`src/i2cb_pkg.sv`:
```
// constants, state type and divider lookup for the serial controller control block
package i2cb_pkg;
   localparam int          ADR_W       = 12;
   localparam int          DIV_W       = 12;
   localparam logic [11:0] FDR_OFS     = 12'h304;
   localparam logic [11:0] CTRL_OFS    = 12'h308;
   localparam logic [11:0] STAT_OFS    = 12'h30c;
   localparam int          C_EN        = 7;
   localparam int          C_IEN       = 6;
   localparam int          C_MSEL      = 5;
   localparam int          C_DIR       = 4;
   localparam int          C_ACKV      = 3;
   localparam int          C_REPEAT_START_REQUEST      = 2;
   localparam int          S_BUSY      = 5;
   localparam int          S_ARB       = 4;
   localparam int          S_SRW       = 2;
   localparam int          S_PEND      = 1;
   localparam logic [5:0]  FDR_RST     = 6'h00;

   typedef enum logic [8:0]
   {
      CG_IDLE = 9'h001,
      CG_ST_A = 9'h002,
      CG_ST_B = 9'h004,
      CG_HOLD = 9'h008,
      CG_RS_A = 9'h010,
      CG_RS_B = 9'h020,
      CG_SP_A = 9'h040,
      CG_SP_B = 9'h080,
      CG_SP_C = 9'h100
   } i2cb_cg_t;

   // prescaler code to bus clock divider
   function automatic logic [11:0] div_of(input logic [5:0] c);
      case (c)
         6'h00: div_of = 12'h01c;
         6'h01: div_of = 12'h01e;
         6'h02: div_of = 12'h022;
         6'h03: div_of = 12'h028;
         6'h04: div_of = 12'h02c;
         6'h05: div_of = 12'h030;
         6'h06: div_of = 12'h038;
         6'h07: div_of = 12'h044;
         6'h08: div_of = 12'h050;
         6'h09: div_of = 12'h058;
         6'h0a: div_of = 12'h068;
         6'h0b: div_of = 12'h080;
         6'h0c: div_of = 12'h090;
         6'h0d: div_of = 12'h0a0;
         6'h0e: div_of = 12'h0c0;
         6'h0f: div_of = 12'h0f0;
         6'h10: div_of = 12'h120;
         6'h11: div_of = 12'h140;
         6'h12: div_of = 12'h180;
         6'h13: div_of = 12'h1e0;
         6'h14: div_of = 12'h240;
         6'h15: div_of = 12'h280;
         6'h16: div_of = 12'h300;
         6'h17: div_of = 12'h3c0;
         6'h18: div_of = 12'h480;
         6'h19: div_of = 12'h500;
         6'h1a: div_of = 12'h600;
         6'h1b: div_of = 12'h780;
         6'h1c: div_of = 12'h900;
         6'h1d: div_of = 12'ha00;
         6'h1e: div_of = 12'hc00;
         6'h1f: div_of = 12'hf00;
         6'h20: div_of = 12'h014;
         6'h21: div_of = 12'h016;
         6'h22: div_of = 12'h018;
         6'h23: div_of = 12'h01a;
         6'h24: div_of = 12'h01c;
         6'h25: div_of = 12'h020;
         6'h26: div_of = 12'h024;
         6'h27: div_of = 12'h028;
         6'h28: div_of = 12'h030;
         6'h29: div_of = 12'h038;
         6'h2a: div_of = 12'h040;
         6'h2b: div_of = 12'h048;
         6'h2c: div_of = 12'h050;
         6'h2d: div_of = 12'h060;
         6'h2e: div_of = 12'h070;
         6'h2f: div_of = 12'h080;
         6'h30: div_of = 12'h0a0;
         6'h31: div_of = 12'h0c0;
         6'h32: div_of = 12'h0e0;
         6'h33: div_of = 12'h100;
         6'h34: div_of = 12'h140;
         6'h35: div_of = 12'h180;
         6'h36: div_of = 12'h1c0;
         6'h37: div_of = 12'h200;
         6'h38: div_of = 12'h280;
         6'h39: div_of = 12'h300;
         6'h3a: div_of = 12'h380;
         6'h3b: div_of = 12'h400;
         6'h3c: div_of = 12'h500;
         6'h3d: div_of = 12'h600;
         6'h3e: div_of = 12'h700;
         6'h3f: div_of = 12'h800;
         default: div_of = 12'h800;
      endcase
   endfunction : div_of
endpackage : i2cb_pkg

```
`src/i2cb_ctrl.sv`:
```
// control register, condition generator and bus watcher of the serial controller
//
// The Wishbone slave port is implemented in this block.
`timescale 1ns/1ps
// Operation
// - prescaler code picks divider from fixed table
// - bit clock is bus clock over divider
// - sample bus lines at prescaler rate
// - enable bit soft-resets controller except prescaler code
// - other control bits need enable set
// - late-enabled slave waits for next START
// - late-enabled master unaware bus busy
// - interrupt enable off keeps pending flag
// - interrupt request when enabled and pending
// - master select rise issues START
// - master select fall issues STOP
// - arbitration loss clears master select silently
// - direction bit: 0 receive, 1 transmit
// - ack value drives ninth-clock data level
// - ack value matters only when receiving
// - repeat start bit writes, reads zero
// - repeat start without bus is loss
// - arbitration lost on busy start
module i2cb_ctrl
(
   input  wire logic                      clk_i,
   input  wire logic                      rst_i,
   input  wire logic                      wb_cyc_i,
   input  wire logic                      wb_stb_i,
   input  wire logic                      wb_we_i,
   input  wire logic [i2cb_pkg::ADR_W-1:0] wb_adr_i,
   input  wire logic [3:0]                wb_sel_i,
   input  wire logic [31:0]               wb_dat_i,
   output logic      [31:0]               wb_dat_o,
   output logic                           wb_ack_o,
   input  wire logic                      scl_i,
   output logic                           scl_o,
   output logic                           scl_oe_o,
   input  wire logic                      sda_i,
   output logic                           sda_o,
   output logic                           sda_oe_o,
   input  wire logic                      ack_slot_i,
   input  wire logic                      byte_done_i,
   input  wire logic                      arb_lost_i,
   input  wire logic                      slave_rw_i,
   output logic                           irq_o,
   output logic                           master_mode_o,
   output logic                           tx_mode_o,
   output logic                           slave_active_o
);
   logic               en_r;
   logic               ien_r;
   logic               msel_r;
   logic               dir_r;
   logic               ackv_r;
   logic [5:0]         fdr_r;
   logic               rs_pend_r;
   logic               busy_r;
   logic               arb_r;
   logic               pend_r;
   logic               slv_r;
   logic               scl_m_r;
   logic               sda_m_r;
   logic               scl_y_r;
   logic               sda_y_r;
   logic               scl_s_r;
   logic               sda_s_r;
   i2cb_pkg::i2cb_cg_t state_r;
   i2cb_pkg::i2cb_cg_t state_nxt;
   logic               soft_rst;
   logic               qtick;
   logic               req;
   logic               wr_hit;
   logic               wr_ctrl;
   logic               wr_fdr;
   logic               wr_stat;
   logic [7:0]         d;
   logic [7:0]         rd_byte;
   logic               arb_set;
   logic               start_det;
   logic               stop_det;
   logic               ack_drv;
   logic               cg_scl;
   logic               cg_sda;
   logic               scl_oe_nxt;
   logic               sda_oe_nxt;

   // bus slave decode
   assign req      = wb_cyc_i & wb_stb_i;
   assign wr_hit   = req & wb_we_i & wb_ack_o & wb_sel_i[0];
   assign wr_ctrl  = wr_hit & (wb_adr_i == i2cb_pkg::CTRL_OFS);
   assign wr_fdr   = wr_hit & (wb_adr_i == i2cb_pkg::FDR_OFS);
   assign wr_stat  = wr_hit & (wb_adr_i == i2cb_pkg::STAT_OFS);
   assign d        = wb_dat_i[7:0];
   assign soft_rst = rst_i | ~en_r;

   assign rd_byte  = (wb_adr_i == i2cb_pkg::FDR_OFS)  ? {2'h0, fdr_r} :
                     (wb_adr_i == i2cb_pkg::CTRL_OFS) ?
                        {en_r, ien_r, msel_r, dir_r, ackv_r, 3'h0} :
                     (wb_adr_i == i2cb_pkg::STAT_OFS) ?
                        {2'h0, busy_r, arb_r, 1'h0, slave_rw_i, pend_r, 1'h0} :
                     8'h00;

   always_ff @(posedge clk_i)
   begin
      if (rst_i)
      begin
         wb_ack_o <= 1'b0;
         wb_dat_o <= 32'h0000_0000;
      end
      else
      begin
         wb_ack_o <= req & ~wb_ack_o;
         wb_dat_o <= {24'h00_0000, rd_byte};
      end
   end

   i2cb_prescaler u_presc
   (
      .clk_i   (clk_i),
      .rst_i   (soft_rst),
      .code_i  (fdr_r),
      .qtick_o (qtick)
   );

   always_ff @(posedge clk_i)
   begin
      if (rst_i)
         fdr_r <= i2cb_pkg::FDR_RST;
      else if (wr_fdr)
         fdr_r <= d[5:0];
   end

   // control bits, all gated by the enable being written
   always_ff @(posedge clk_i)
   begin
      if (rst_i)
      begin
         en_r   <= 1'b0;
         ien_r  <= 1'b0;
         dir_r  <= 1'b0;
         ackv_r <= 1'b0;
      end
      else if (wr_ctrl)
      begin
         en_r   <= d[i2cb_pkg::C_EN];
         ien_r  <= d[i2cb_pkg::C_EN] & d[i2cb_pkg::C_IEN];
         dir_r  <= d[i2cb_pkg::C_EN] & d[i2cb_pkg::C_DIR];
         ackv_r <= d[i2cb_pkg::C_EN] & d[i2cb_pkg::C_ACKV];
      end
   end

   always_ff @(posedge clk_i)
   begin
      if (rst_i)
         msel_r <= 1'b0;
      else if (arb_set)
         msel_r <= 1'b0;
      else if (wr_ctrl)
         msel_r <= d[i2cb_pkg::C_EN] & d[i2cb_pkg::C_MSEL];
   end

   always_ff @(posedge clk_i)
   begin
      if (soft_rst | arb_set)
         rs_pend_r <= 1'b0;
      else if (wr_ctrl & d[i2cb_pkg::C_EN] & d[i2cb_pkg::C_REPEAT_START_REQUEST])
         rs_pend_r <= 1'b1;
      else if ((state_r == i2cb_pkg::CG_HOLD) & qtick)
         rs_pend_r <= 1'b0;
   end

   // busy start, repeat start outside ownership, or loss reported by the byte engine
   assign arb_set = en_r & ((msel_r & busy_r & (state_r == i2cb_pkg::CG_IDLE)) |
                    (rs_pend_r & (state_r != i2cb_pkg::CG_HOLD)) |
                    arb_lost_i);

   // line synchronisers and prescaled sampling
   always_ff @(posedge clk_i)
   begin
      if (rst_i)
      begin
         scl_m_r <= 1'b1;
         sda_m_r <= 1'b1;
         scl_y_r <= 1'b1;
         sda_y_r <= 1'b1;
      end
      else
      begin
         scl_m_r <= scl_i;
         sda_m_r <= sda_i;
         scl_y_r <= scl_m_r;
         sda_y_r <= sda_m_r;
      end
   end

   always_ff @(posedge clk_i)
   begin
      if (soft_rst)
      begin
         scl_s_r <= 1'b1;
         sda_s_r <= 1'b1;
      end
      else if (qtick)
      begin
         scl_s_r <= scl_y_r;
         sda_s_r <= sda_y_r;
      end
   end

   assign start_det = qtick & scl_s_r & scl_y_r & sda_s_r & ~sda_y_r;
   assign stop_det  = qtick & scl_s_r & scl_y_r & ~sda_s_r & sda_y_r;

   // bus busy and slave arming only learned from conditions seen after enable
   always_ff @(posedge clk_i)
   begin
      if (soft_rst)
      begin
         busy_r <= 1'b0;
         slv_r  <= 1'b0;
      end
      else if (start_det)
      begin
         busy_r <= 1'b1;
         slv_r  <= 1'b1;
      end
      else if (stop_det)
      begin
         busy_r <= 1'b0;
         slv_r  <= 1'b0;
      end
   end

   // status flags: hardware set wins over a software clear
   always_ff @(posedge clk_i)
   begin
      if (soft_rst)
      begin
         arb_r  <= 1'b0;
         pend_r <= 1'b0;
      end
      else
      begin
         if (arb_set)
            arb_r <= 1'b1;
         else if (wr_stat & ~d[i2cb_pkg::S_ARB])
            arb_r <= 1'b0;
         if (arb_set | byte_done_i)
            pend_r <= 1'b1;
         else if (wr_stat & ~d[i2cb_pkg::S_PEND])
            pend_r <= 1'b0;
      end
   end

   // condition generator
   always_comb
   begin
      state_nxt = state_r;
      case (state_r)
         i2cb_pkg::CG_IDLE:
            if (msel_r & ~busy_r & qtick)
               state_nxt = i2cb_pkg::CG_ST_A;
         i2cb_pkg::CG_ST_A:
            if (qtick)
               state_nxt = i2cb_pkg::CG_ST_B;
         i2cb_pkg::CG_ST_B:
            if (qtick)
               state_nxt = i2cb_pkg::CG_HOLD;
         i2cb_pkg::CG_HOLD:
            if (~msel_r & qtick)
               state_nxt = i2cb_pkg::CG_SP_A;
            else if (rs_pend_r & qtick)
               state_nxt = i2cb_pkg::CG_RS_A;
         i2cb_pkg::CG_RS_A:
            if (qtick)
               state_nxt = i2cb_pkg::CG_RS_B;
         i2cb_pkg::CG_RS_B:
            if (qtick)
               state_nxt = i2cb_pkg::CG_ST_A;
         i2cb_pkg::CG_SP_A:
            if (qtick)
               state_nxt = i2cb_pkg::CG_SP_B;
         i2cb_pkg::CG_SP_B:
            if (qtick)
               state_nxt = i2cb_pkg::CG_SP_C;
         i2cb_pkg::CG_SP_C:
            if (qtick)
               state_nxt = i2cb_pkg::CG_IDLE;
         default:
            state_nxt = i2cb_pkg::CG_IDLE;
      endcase
      if (arb_set)
         state_nxt = i2cb_pkg::CG_IDLE;
   end

   always_ff @(posedge clk_i)
   begin
      if (soft_rst)
         state_r <= i2cb_pkg::CG_IDLE;
      else
         state_r <= state_nxt;
   end

   assign cg_scl  = (state_r == i2cb_pkg::CG_ST_B) | (state_r == i2cb_pkg::CG_HOLD) |
                    (state_r == i2cb_pkg::CG_RS_A) | (state_r == i2cb_pkg::CG_SP_A);
   assign cg_sda  = (state_r == i2cb_pkg::CG_ST_A) | (state_r == i2cb_pkg::CG_ST_B) |
                    (state_r == i2cb_pkg::CG_SP_A) | (state_r == i2cb_pkg::CG_SP_B);
   assign ack_drv = ack_slot_i & ~dir_r & ~ackv_r;
   assign scl_oe_nxt = en_r & cg_scl;
   assign sda_oe_nxt = en_r & (cg_sda | ack_drv);

   always_ff @(posedge clk_i)
   begin
      if (rst_i)
      begin
         scl_o          <= 1'b0;
         sda_o          <= 1'b0;
         scl_oe_o       <= 1'b0;
         sda_oe_o       <= 1'b0;
         irq_o          <= 1'b0;
         master_mode_o  <= 1'b0;
         tx_mode_o      <= 1'b0;
         slave_active_o <= 1'b0;
      end
      else
      begin
         scl_o          <= 1'b0;
         sda_o          <= 1'b0;
         scl_oe_o       <= scl_oe_nxt;
         sda_oe_o       <= sda_oe_nxt;
         irq_o          <= ien_r & pend_r;
         master_mode_o  <= msel_r;
         tx_mode_o      <= dir_r;
         slave_active_o <= slv_r;
      end
   end
endmodule : i2cb_ctrl

```
`src/i2cb_prescaler.sv`:
```
// prescaler: quarter-bit tick from the bus clock and the divider code
`timescale 1ns/1ps
module i2cb_prescaler
(
   input  wire logic       clk_i,
   input  wire logic       rst_i,
   input  wire logic [5:0] code_i,
   output logic            qtick_o
);
   logic [11:0] cnt_r;
   logic [11:0] cnt_nxt;
   logic [11:0] div;
   logic [11:0] q1;
   logic [11:0] q2;
   logic [11:0] q3;
   logic        last;
   logic        qtick_nxt;

   assign div       = i2cb_pkg::div_of(code_i);
   assign last      = (cnt_r >= div - 12'h001);
   assign cnt_nxt   = last ? 12'h000 : cnt_r + 12'h001;
   assign q1        = div >> 2;
   assign q2        = div >> 1;
   assign q3        = q1 + q2;
   assign qtick_nxt = (cnt_r == 12'h000) | (cnt_r == q1) | (cnt_r == q2) | (cnt_r == q3);

   always_ff @(posedge clk_i)
   begin
      if (rst_i)
      begin
         cnt_r   <= 12'h000;
         qtick_o <= 1'b0;
      end
      else
      begin
         cnt_r   <= cnt_nxt;
         qtick_o <= qtick_nxt;
      end
   end
endmodule : i2cb_prescaler

```
`config.mk`:
```
export PLATFORM = sky130hd
export DESIGN_NAME = i2cb_ctrl
export DESIGN_NICKNAME = d
export VERILOG_FILES = /design/src/i2cb_pkg.sv /design/src/i2cb_ctrl.sv /design/src/i2cb_prescaler.sv
export SDC_FILE = /design/constraint.sdc
export NUM_CORES = 1
export LEC_CHECK = 0
export ABC_AREA = 1
export BUFFER_PORTS_ARGS = -buffer_cell sky130_fd_sc_hd__buf_4
export CORE_MARGIN = 3
export CORE_UTILIZATION = 51
export CTS_CLUSTER_SIZE = 20
export DETAILED_ROUTE_END_ITERATION = 7
export PLACE_DENSITY_LB_ADDON = 0.08
export SLEW_MARGIN = 10
export SYNTH_ARGS = -nofsm -noshare
export SYNTH_HDL_FRONTEND = slang
export SYNTH_SLANG_ARGS = --single-unit
```
`constraint.sdc`:
```
create_clock -name clk_i -period 2.3 [get_ports clk_i]
set_input_delay 0.115 -clock clk_i [delete_from_list [all_inputs] [get_ports clk_i]]
set_output_delay 0.115 -clock clk_i [all_outputs]
set_load 0.05 [all_outputs]
```
==> results of run 1 <==
==> area by class of cell <==
cell class | instances | area, um2 | share of cell area
Multi-Input combinational cell | 576 | 3470 | 0.555
Sequential cell | 69 | 1390 | 0.222
Timing Repair Buffer | 80 | 622 | 0.0995
Inverter | 97 | 374 | 0.0598
Tap cell | 133 | 166 | 0.0266
Clock buffer | 10 | 138 | 0.0220
Clock inverter | 6 | 92.6 | 0.0148
==> layer usage <==
metal	track usage	routed length, um	vias to the layer above
li1	-	-	2560
met1	0.294	6010	2274
met2	0.393	6490	124
met3	0.0354	561	18
met4	0.0739	183	0
met5	0	0	-
==> metrics by stage <==
| step | TNS [ns] | setup slack, ns | hold WS (ns) |
|---|---|---|---|
| floorplan | 0 | 0.00257 | 0.219 |
| global placement | 0 | 0.0751 | 0.308 |
| detailed placement | 0 | 0.0202 | 0.312 |
| CTS | 0 | 0.0169 | 0.0118 |
| global route | -0.293 | -0.0898 | 0.0284 |
| finish | 0 | 0.0629 | 0.0394 |
==> final timing paths <==
kind | start | cells past startpoint | endpoint | slack, ns
worst max-delay path | u_presc.div[2] | 13 | u_presc.cnt_r[2] | 0.06
worst min-delay path | slave_rw_i | 3 | wb_dat_o[2] | 0.04
worst max register to register | u_presc.div[2] | 13 | u_presc.cnt_r[2] | 0.06
worst min register to register | sda_m_r | 1 | sda_y_r | 0.41
==> layout by cell type (no fill, tap or decap), types with 4 or more instances in the layout <==
cell type and count:
nand3_2 6, clkbuf_8 10, nor3_1 13, inv_2 10, dfxtp_2 6, a21oi_2 4
inv_1 84, nand3_4 5, dfxtp_1 63, nand2_4 6, o32ai_1 5, nor4_1 5
nand3_1 47, o21ai_0 22, dlygate4sd3_1 4, nand2_1 165, xor2_1 21, nand4_1 30
ha_4 4, or2_2 7, ha_1 33, nor2_1 76, buf_4 73, conb_1 26
xnor2_1 10, a21oi_1 33, nand2_2 14
==> power groups by stage <==
stage	clock, mW	sequential (mW)	combinational (mW)
2_1_floorplan	0	1.23	0.157
3_3_place_gp	0	1.23	0.178
3_5_place_dp	0	1.23	0.180
6_report	1.13	1.20	0.188
4_1_cts	1.17	1.20	0.186
5_1_grt	1.22	1.20	0.199
==> what timing repair did <==
item	CTS	global route
resized for setup	7	38
endpoints found under the hold margin	4	0
setup endpoints to repair	1	18
setup buffers	0	6
hold buffers	4	0
gates cloned	0	0
pin swaps	2	20
==> critical path, stage by stage, from the launching register on <==
cell,delay [ns]
dfxtp_2,0.32
inv_2,0.08
ha_4,0.15
inv_2,0.03
nand2_2,0.07
nand4_1,0.14
buf_4,0.19
xor2_2,0.13
ha_1,0.32
a21oi_2,0.13
o21a_1,0.13
nand4_1,0.15
buf_6,0.18
nor3b_2,0.14
==> kinds of logic (layout without fill, tap and decap cells) <==
kind of cell | after synthesis | after routing | synth area share
AOI/OAI and AO/OA | 81 | 81 | 0.0876
xor gates and xnor gates | 33 | 33 | 0.0547
adders and majority gates | 41 | 41 | 0.0985
buffers and inverters | 140 | 193 | 0.129
DFF | 69 | 69 | 0.261
other | 1 | 26 | 0.000710
and+or+nand+nor | 395 | 395 | 0.368
==> sequential cells by signal (all words and copies together), names as in the netlist, 6 cells and up <==
signal / flops
fdr_r: 6
u_presc.div: 11
wb_dat_o: 8
state_r: 9
u_presc.cnt_r: 12
==> impl_metrics.py, run 1 <==
metrics = {
    "routing": {
        "drtIter0Drc": 207,
        "drc": 0,
        "firstDrtPassIters": 5,
        "wl_per_cell_um": 13.6,
        "vias": 4976,
        "drt-total-wl_um": 13200,
        "drtAntennaViolNets": 0,
        "avgViaCountPerCell": 5.12,
    },
    "pwr": {
        "total_power_mw": 2.52,
        "powerDensity_nw_per_um2": 403,
        "switchingPower_mw": 0.626,
        "p_int_mw": 1.90,
        "p_seq_frac": 0.476,
        "ir_drop_mv": 0.354,
        "power_frac_clock": 0.450,
        "p_comb_frac": 0.075,
        "swShare": 0.248,
        "leakagePower_nw": 2.94,
    },
    "global_routing": {
        "antenna_found_initial": 0,
        "grt_usage": 0.229,
        "overflow": 0,
        "grt_pass1_wl_um": 21600,
        "grt_max_degree": 17,
        "grt_pass1_vias": 4651,
    },
    "timing": {
        "post-route-min-period_ns": 2.24,
        "hold_viol_final": 0,
        "setup_viol": 0,
        "skew_ns": 0.0220,
        "finalCritPeriodShare": 0.973,
        "rsz0062_at_grt": "true",
        "fmax_mhz": 447,
        "final_max_slew_viol_count": 0,
    },
    "synthesis": {
        "ys_ff_latch": 69,
        "yosysTopAreaCell": "dfxtp_1",
        "yosysSeqAreaShare": 0.261,
        "synth_top_area_frac": 0.261,
        "synth-edff-count": 0,
        "ys_top_cells_by_count": "171 x nand2_1, 88 x inv_1, 77 x nor2_1",
        "async_reset_ff_frac": 0,
        "synth.distinct_cells": 48,
        "synth_warnings": 0,
        "synth_ff_type": "dfxtp_1",
        "synthMostInstantiatedCell": "nand2_1",
        "syn_area_per_cell_um2": 6.95,
        "synthCells": 760,
        "synthTopCellsByArea": "dfxtp_1 26%, nand2_1 12%, ha_1 9.5%",
        "netlist_area_um2": 5280,
    },
    "clock_tree": {
        "clk_path_buf_depth": 2,
        "cts_sinks": 69,
        "numCtsBuffers": 9,
        "clock_latency_ns": 0.35,
        "htreeDepth": 3,
        "path_clk_slew_ns": 0.09,
        "cts_tree": "built",
        "ctsRootBufferMaster": "clkbuf_8",
    },
    "min_path": {
        "hp-class": "in -> reg",
    },
    "status": {
        "outcome": "completed",
    },
    "cells_and_area": {
        "num_antenna_cells": 0,
        "n_fill_cell": 933,
        "nets": 933,
        "area_delta_synth_final_pct": 18.4,
        "fin_util": 0.631,
        "final_cells": 971,
        "final_area_um2": 6250,
        "final_layout_size_suffix_gt1_frac": 0.218,
    },
    "worst_setup_path": {
        "end_kind": "register",
        "required_ns": 2.57,
        "crit_fanout": 6,
        "worstSetupPathType": "reg -> reg",
        "start_kind": "register",
        "cp.arrival_ns": 2.50,
    },
    "die": {
        "die_y_um": 108,
        "rows": 36,
        "ios": 100,
        "die_x_um": 108,
        "core_um2": 9910,
        "start_util": 0.533,
        "die_area_um2": 11600,
    },
    "run": {
        "maxCapViolations": 0,
    },
    "placement": {
        "io_buffers": 46,
        "dp_cells": 945,
        "finalWeightedCongestion": 0.925,
        "hpwl_um": 10400,
        "dpl_cell_area_um2": 5760,
    },
}
Power figures use the tool's default switching activity.
==> run 2: changes to the inputs <==
- CORE_UTILIZATION: 51 -> 31
- RECOVER_POWER: unset -> 50
==> run 2 against run 1 <==
First-iteration DRC count rose by 27%. Clock skew fell by 0.014 ns. Combinational power fell by 3%. Wire length rose by 7.2%. Count of clock-buffer cells in the layout rose by 2. Worst setup slack improved by 0.0085 ns. Die area rose by 61%. Critical endpoint is now u_presc.cnt_r[11].
==> impl_metrics.py, run 2 (synthesized netlist as in run 1, its figures left out) <==
metrics = {
    "clock_tree": {
        "cts_tree": "built",
        "cts_sinks": 69,
        "numCtsBuffers": 9,
        "htreeDepth": 3,
        "clk_path_buf_depth": 2,
        "ctsRootBufferMaster": "clkbuf_16",
        "clock_latency_ns": 0.34,
        "path_clk_slew_ns": 0.05,
    },
    "worst_setup_path": {
        "worstSetupPathType": "reg -> reg",
        "cp.arrival_ns": 2.49,
        "r2r_cells": 13,
        "reg2reg_from": "u_presc.div[2]",
        "crit_fanout": 6,
        "end_kind": "register",
        "r2r_setup_slack_ns": 0.07,
        "required_ns": 2.56,
        "start_kind": "register",
        "r2r_end": "u_presc.cnt_r[11]",
    },
    "routing": {
        "wl_per_cell_um": 13.4,
        "drc": 0,
        "drtAntennaViolNets": 0,
        "vias": 4960,
        "firstDrtPassIters": 5,
        "avgViaCountPerCell": 4.68,
        "drt-total-wl_um": 14200,
        "drtIter0Drc": 263,
    },
    "die": {
        "die_area_um2": 18600,
        "die_x_um": 137,
        "core_um2": 16600,
        "die_y_um": 137,
        "rows": 47,
        "start_util": 0.317,
        "ios": 100,
    },
    "pwr": {
        "ir_drop_mv": 0.333,
        "powerDensity_nw_per_um2": 470,
        "leakagePower_nw": 2.90,
    },
    "timing": {
        "tightest_slew_ns": 0.604,
        "setup_viol": 0,
        "post-route-min-period_ns": 2.23,
        "rsz0062_at_grt": "true",
        "final_max_slew_viol_count": 0,
        "finalCritPeriodShare": 0.969,
        "fmax_mhz": 449,
        "skew_ns": 0.00850,
        "hold_viol_final": 0,
        "relSlewSlack": 0.599,
        "tns_ns": 0,
    },
    "placement": {
        "io_buffers": 46,
        "dp_cells": 1038,
        "finalWeightedCongestion": 0.890,
        "hpwl_um": 11500,
    },
    "cells_and_area": {
        "final_cells": 1059,
        "nets": 934,
        "top_register": "u_presc.cnt_r",
        "layout_commonest_cell": "nand2_1",
        "num_antenna_cells": 0,
        "final_cell_mix": "167 x nand2_1, 81 x inv_1, 77 x nor2_1, 65 x dfxtp_1, 57 x buf_4",
        "area_delta_synth_final_pct": 19.7,
        "n_fill_cell": 1818,
        "final_layout_size_suffix_gt1_frac": 0.187,
        "largest_reg_flops": 12,
    },
    "global_routing": {
        "grt_pass1_wl_um": 23100,
        "gr-usage-met1": 0.208,
        "antenna_found_initial": 0,
        "overflow": 0,
        "grt_max_degree": 17,
        "top_usage_layer": "met2",
        "grt_pass1_vias": 4688,
        "grt_util_met3": 0.0313,
        "grt_usage": 0.156,
        "grtUsageMet2": 0.255,
    },
    "run": {
        "maxCapViolations": 0,
    },
    "min_path": {
        "hp-start": "wb_dat_i[6]",
        "holdPathEnd": "ien_r",
        "hold_depth": 3,
        "hp-class": "in -> reg",
    },
    "status": {
        "outcome": "completed",
    },
}
run 2: changes by cell type in the layout (fill, tap and decap cells not counted), moves of 3 or more:
cell       change
inv_2          +4
clkbuf_4       +3
inv_1          -3
buf_4         -16
clkbuf_8       -9
clkbuf_16      +9
clkbuf_1      +19
run 2: final cells by class:
type | instances | area [um2] | share of cell area
Tap cell | 220 | 275 | 0.0435
Sequential cell | 69 | 1390 | 0.219
Clock buffer | 12 | 246 | 0.0390
Timing Repair Buffer | 81 | 557 | 0.0880
Multi-Input combinational cell | 576 | 3390 | 0.536
Inverter | 97 | 372 | 0.0588
Clock inverter | 4 | 95.1 | 0.0150
run 2: how the worst max path moves through the flow:
stage                   start                 to  slack (ns)  cells past startpoint
6_report       u_presc.div[2]  u_presc.cnt_r[11]        0.07                     13
5_1_grt        u_presc.div[5]  u_presc.cnt_r[11]       -0.06                     11
4_1_cts        u_presc.div[3]  u_presc.cnt_r[11]       0.002                     13
3_5_place_dp   u_presc.div[2]   u_presc.cnt_r[3]       -0.05                     14
3_3_place_gp   u_presc.div[2]   u_presc.cnt_r[3]       -0.02                     14
2_1_floorplan  u_presc.div[4]   u_presc.cnt_r[3]       0.003                     13
run 2: report_power, final:
part           leakage, nW  total, mW  internal (mW)  switching (mW)
clock                0.167       1.59           1.09           0.504
sequential           0.556       1.20           1.20         0.00168
combinational         2.18      0.183         0.0463           0.136
run 2: timing repair:
action	in CTS	in global routing
gates resized for setup	7	25
setup buffers	0	2
setup endpoints to repair	4	15
pin swaps	4	9
hold endpoints to repair	2	0
hold buffers	2	0
gates cloned	1	0
run 2: worst max-delay path, stage by stage (launching register included):
cell,delay (ns)
dfxtp_2,0.33
inv_4,0.07
ha_4,0.13
inv_2,0.03
nand2_2,0.07
nand4_1,0.14
buf_4,0.18
xor2_1,0.14
ha_1,0.30
a21oi_1,0.16
o21a_1,0.13
nand4_1,0.15
buf_6,0.18
nor3b_2,0.15
run 2: metal layers:
metal  routed length, um  up-vias
li1                    -     2574
met1                6670     2254
met2                6740      111
met3                 560       21
met4                 228        0
met5                   0        -
run 2: per-stage QoR:
stage               power (mW)   util  hold WS, ns  cell area [um2]  setup slack, ns
floorplan                 1.39      -        0.219             5380          0.00257
global placement          1.41  0.355        0.315             5910          -0.0157
detailed placement        1.41  0.355        0.318             5910          -0.0544
CTS                       3.02  0.379       0.0152             6300          0.00205
global route              3.08  0.380       0.0315             6320          -0.0572
finish                    2.97  0.380       0.0258             6320           0.0714
==> run 3: changes to the inputs <==
- BUFFER_PORTS_ARGS: -buffer_cell sky130_fd_sc_hd__buf_4 -> -buffer_cell sky130_fd_sc_hd__buf_2
==> run 3 against run 2 <==
Critical endpoint is now u_presc.cnt_r[3]. Count of clock-buffer cells in the layout up 2. Sequential share of layout area up 0.39 points. Non-clock buffer count up 2. Worst setup slack about the same. Clock power down 18%. Register-to-register slack about the same. Highest routed layer unchanged. First-iteration DRC count down 4.6%. Worst hold slack about the same. Clock skew down 0.0020 ns. Critical path depth unchanged. Cell count about the same. Wire length up 2.4%.
==> impl_metrics.py, run 3 (synthesized netlist as in run 1, its figures left out) <==
metrics = {
    "timing": {
        "post-route-min-period_ns": 2.23,
        "skew_ns": 0.00653,
        "fin_worst_hold_slack_ns": 0.0259,
        "hold_viol_final": 0,
        "rsz0062_at_grt": "true",
        "worst_slack_ns": 0.0714,
        "finalCritPeriodShare": 0.969,
        "tns_ns": 0,
        "final_max_slew_viol_count": 0,
        "fmax_mhz": 449,
        "relSlewSlack": 0.586,
        "tightest_slew_ns": 0.623,
        "setup_viol": 0,
    },
    "routing": {
        "avgViaCountPerCell": 4.69,
        "wl_per_cell_um": 13.7,
        "vias": 4975,
        "drt-total-wl_um": 14500,
        "drtIter0Drc": 251,
        "firstDrtPassIters": 5,
        "drc": 0,
        "drtAntennaViolNets": 0,
    },
    "worst_setup_path": {
        "reg2reg_from": "u_presc.div[2]",
        "required_ns": 2.56,
        "end_kind": "register",
        "r2r_setup_slack_ns": 0.07,
        "r2r_end": "u_presc.cnt_r[3]",
        "r2r_cells": 13,
        "worst-path-buf-inv": 4,
        "start_kind": "register",
        "worstSetupPathType": "reg -> reg",
        "crit_family": "simple AND/OR/NAND/NOR gates",
        "cp.arrival_ns": 2.49,
        "timing.critical_path.slowest_cell_delay_ns": 0.32,
        "critPathSlowestCell": "dfxtp_2",
        "crit_chain": "inv_2 -> ha_4 -> inv_2 -> nand2_2 -> nand4_1 -> buf_4 -> xor2_1 -> ha_1 -> a21oi_1 -> o21a_1 -> nand4_1 -> buf_6 -> nor3b_2",
        "crit_fanout": 6,
    },
    "placement": {
        "io_buffers": 46,
        "finalWeightedCongestion": 0.874,
        "hpwl_um": 11600,
        "place_ws_ns": -0.0199,
    },
    "global_routing": {
        "antenna_found_initial": 0,
        "grt_usage": 0.158,
        "overflow": 0,
        "grt_pass1_vias": 4650,
        "grt_pass1_wl_um": 23400,
        "grt_max_degree": 16,
    },
    "die": {
        "start_util": 0.317,
        "die_y_um": 137,
        "die_x_um": 137,
        "ios": 100,
        "rows": 47,
        "core_um2": 16600,
        "die_area_um2": 18600,
    },
    "cells_and_area": {
        "final_layout_size_suffix_gt1_frac": 0.187,
        "final_cell_mix": "167 x nand2_1, 81 x inv_1, 77 x nor2_1, 65 x dfxtp_1, 48 x nand3_1",
        "nets": 936,
        "num_antenna_cells": 0,
        "largest_reg_flops": 12,
        "layout_commonest_cell": "nand2_1",
        "area_delta_synth_final_pct": 17.6,
        "top_register": "u_presc.cnt_r",
    },
    "min_path": {
        "hold_depth": 3,
        "holdPathEnd": "ien_r",
        "hp-class": "in -> reg",
        "hp-start": "wb_dat_i[6]",
    },
    "status": {
        "outcome": "completed",
    },
    "clock_tree": {
        "clock_latency_ns": 0.33,
        "cts_tree": "built",
        "path_clk_slew_ns": 0.05,
        "ctsRootBufferMaster": "clkbuf_16",
        "cts_sinks": 69,
        "numCtsBuffers": 9,
        "htreeDepth": 3,
        "clk_path_buf_depth": 2,
    },
    "pwr": {
        "powerDensity_nw_per_um2": 431,
        "ir_drop_mv": 0.342,
        "leakagePower_nw": 2.84,
    },
    "run": {
        "maxCapViolations": 0,
    },
}
-- run 3: cell count changes in the layout (fill, tap and decap cells not counted), sizes merged --
cell    previous run  this run
buf               59        63
bufinv             3         0
-- run 3: layout make-up --
type                            instances  area [um2]
Inverter                               97         369
Fill cell                            1812       10400
Clock inverter                          1        5.00
Tap cell                              220         275
Multi-Input combinational cell        576        3410
Sequential cell                        69        1390
Clock buffer                           14         274
Timing Repair Buffer                   83         493
-- run 3: report_power, final --
part	total (mW)	internal (mW)	switching (mW)
clock network	1.31	0.811	0.495
registers	1.20	1.20	0.00166
logic	0.170	0.0328	0.137
-- run 3: tightest hold or removal path, cell delays in order --
cell	delay, ns
buf_2	0.08
nand3_1	0.06
o21ai_0	0.07
-- run 3: through the flow --
stage          area, um2  utilization  std cells  power [mW]
2_1_floorplan       5380            -        785        1.39
3_3_place_gp        5790        0.348       1037        1.39
3_5_place_dp        5790        0.348       1037        1.40
4_1_cts             6110        0.367       1055        2.72
5_1_grt             6210        0.373       1060        2.79
6_report            6210        0.373       1060        2.68
-- run 3: worst max-delay path by stage --
| stage | cells past startpoint | start | slack (ns) | endpoint |
|---|---|---|---|---|
| CTS | 14 | u_presc.div[1] | 0.01 | u_presc.cnt_r[3] |
| finish | 13 | u_presc.div[2] | 0.07 | u_presc.cnt_r[3] |
| global placement | 14 | u_presc.div[2] | 0.02 | u_presc.cnt_r[3] |
| global route | 14 | u_presc.div[1] | -0.08 | u_presc.cnt_r[3] |
| floorplan | 13 | u_presc.div[4] | 0.003 | u_presc.cnt_r[3] |
| detailed placement | 14 | u_presc.div[2] | -0.02 | u_presc.cnt_r[3] |
-- run 3: routing by layer --
layer | vias to the layer above | wire length (um) | share of wire | track usage
met3 | 15 | 517 | 0.036 | 0.0313
met5 | - | 0 | 0 | 0
li1 | 2564 | - | - | -
met1 | 2278 | 6840 | 0.47 | 0.213
met4 | 0 | 171 | 0.012 | 0.0364
met2 | 118 | 7000 | 0.48 | 0.262
-- run 3: timing repair --
action,CTS,global route
hold buffers,2,0
buffers inserted,0,5
hold endpoints to repair,2,0
endpoints found under the setup margin,7,13
gates cloned,1,0
gates resized for setup,5,31
pin swaps,2,13
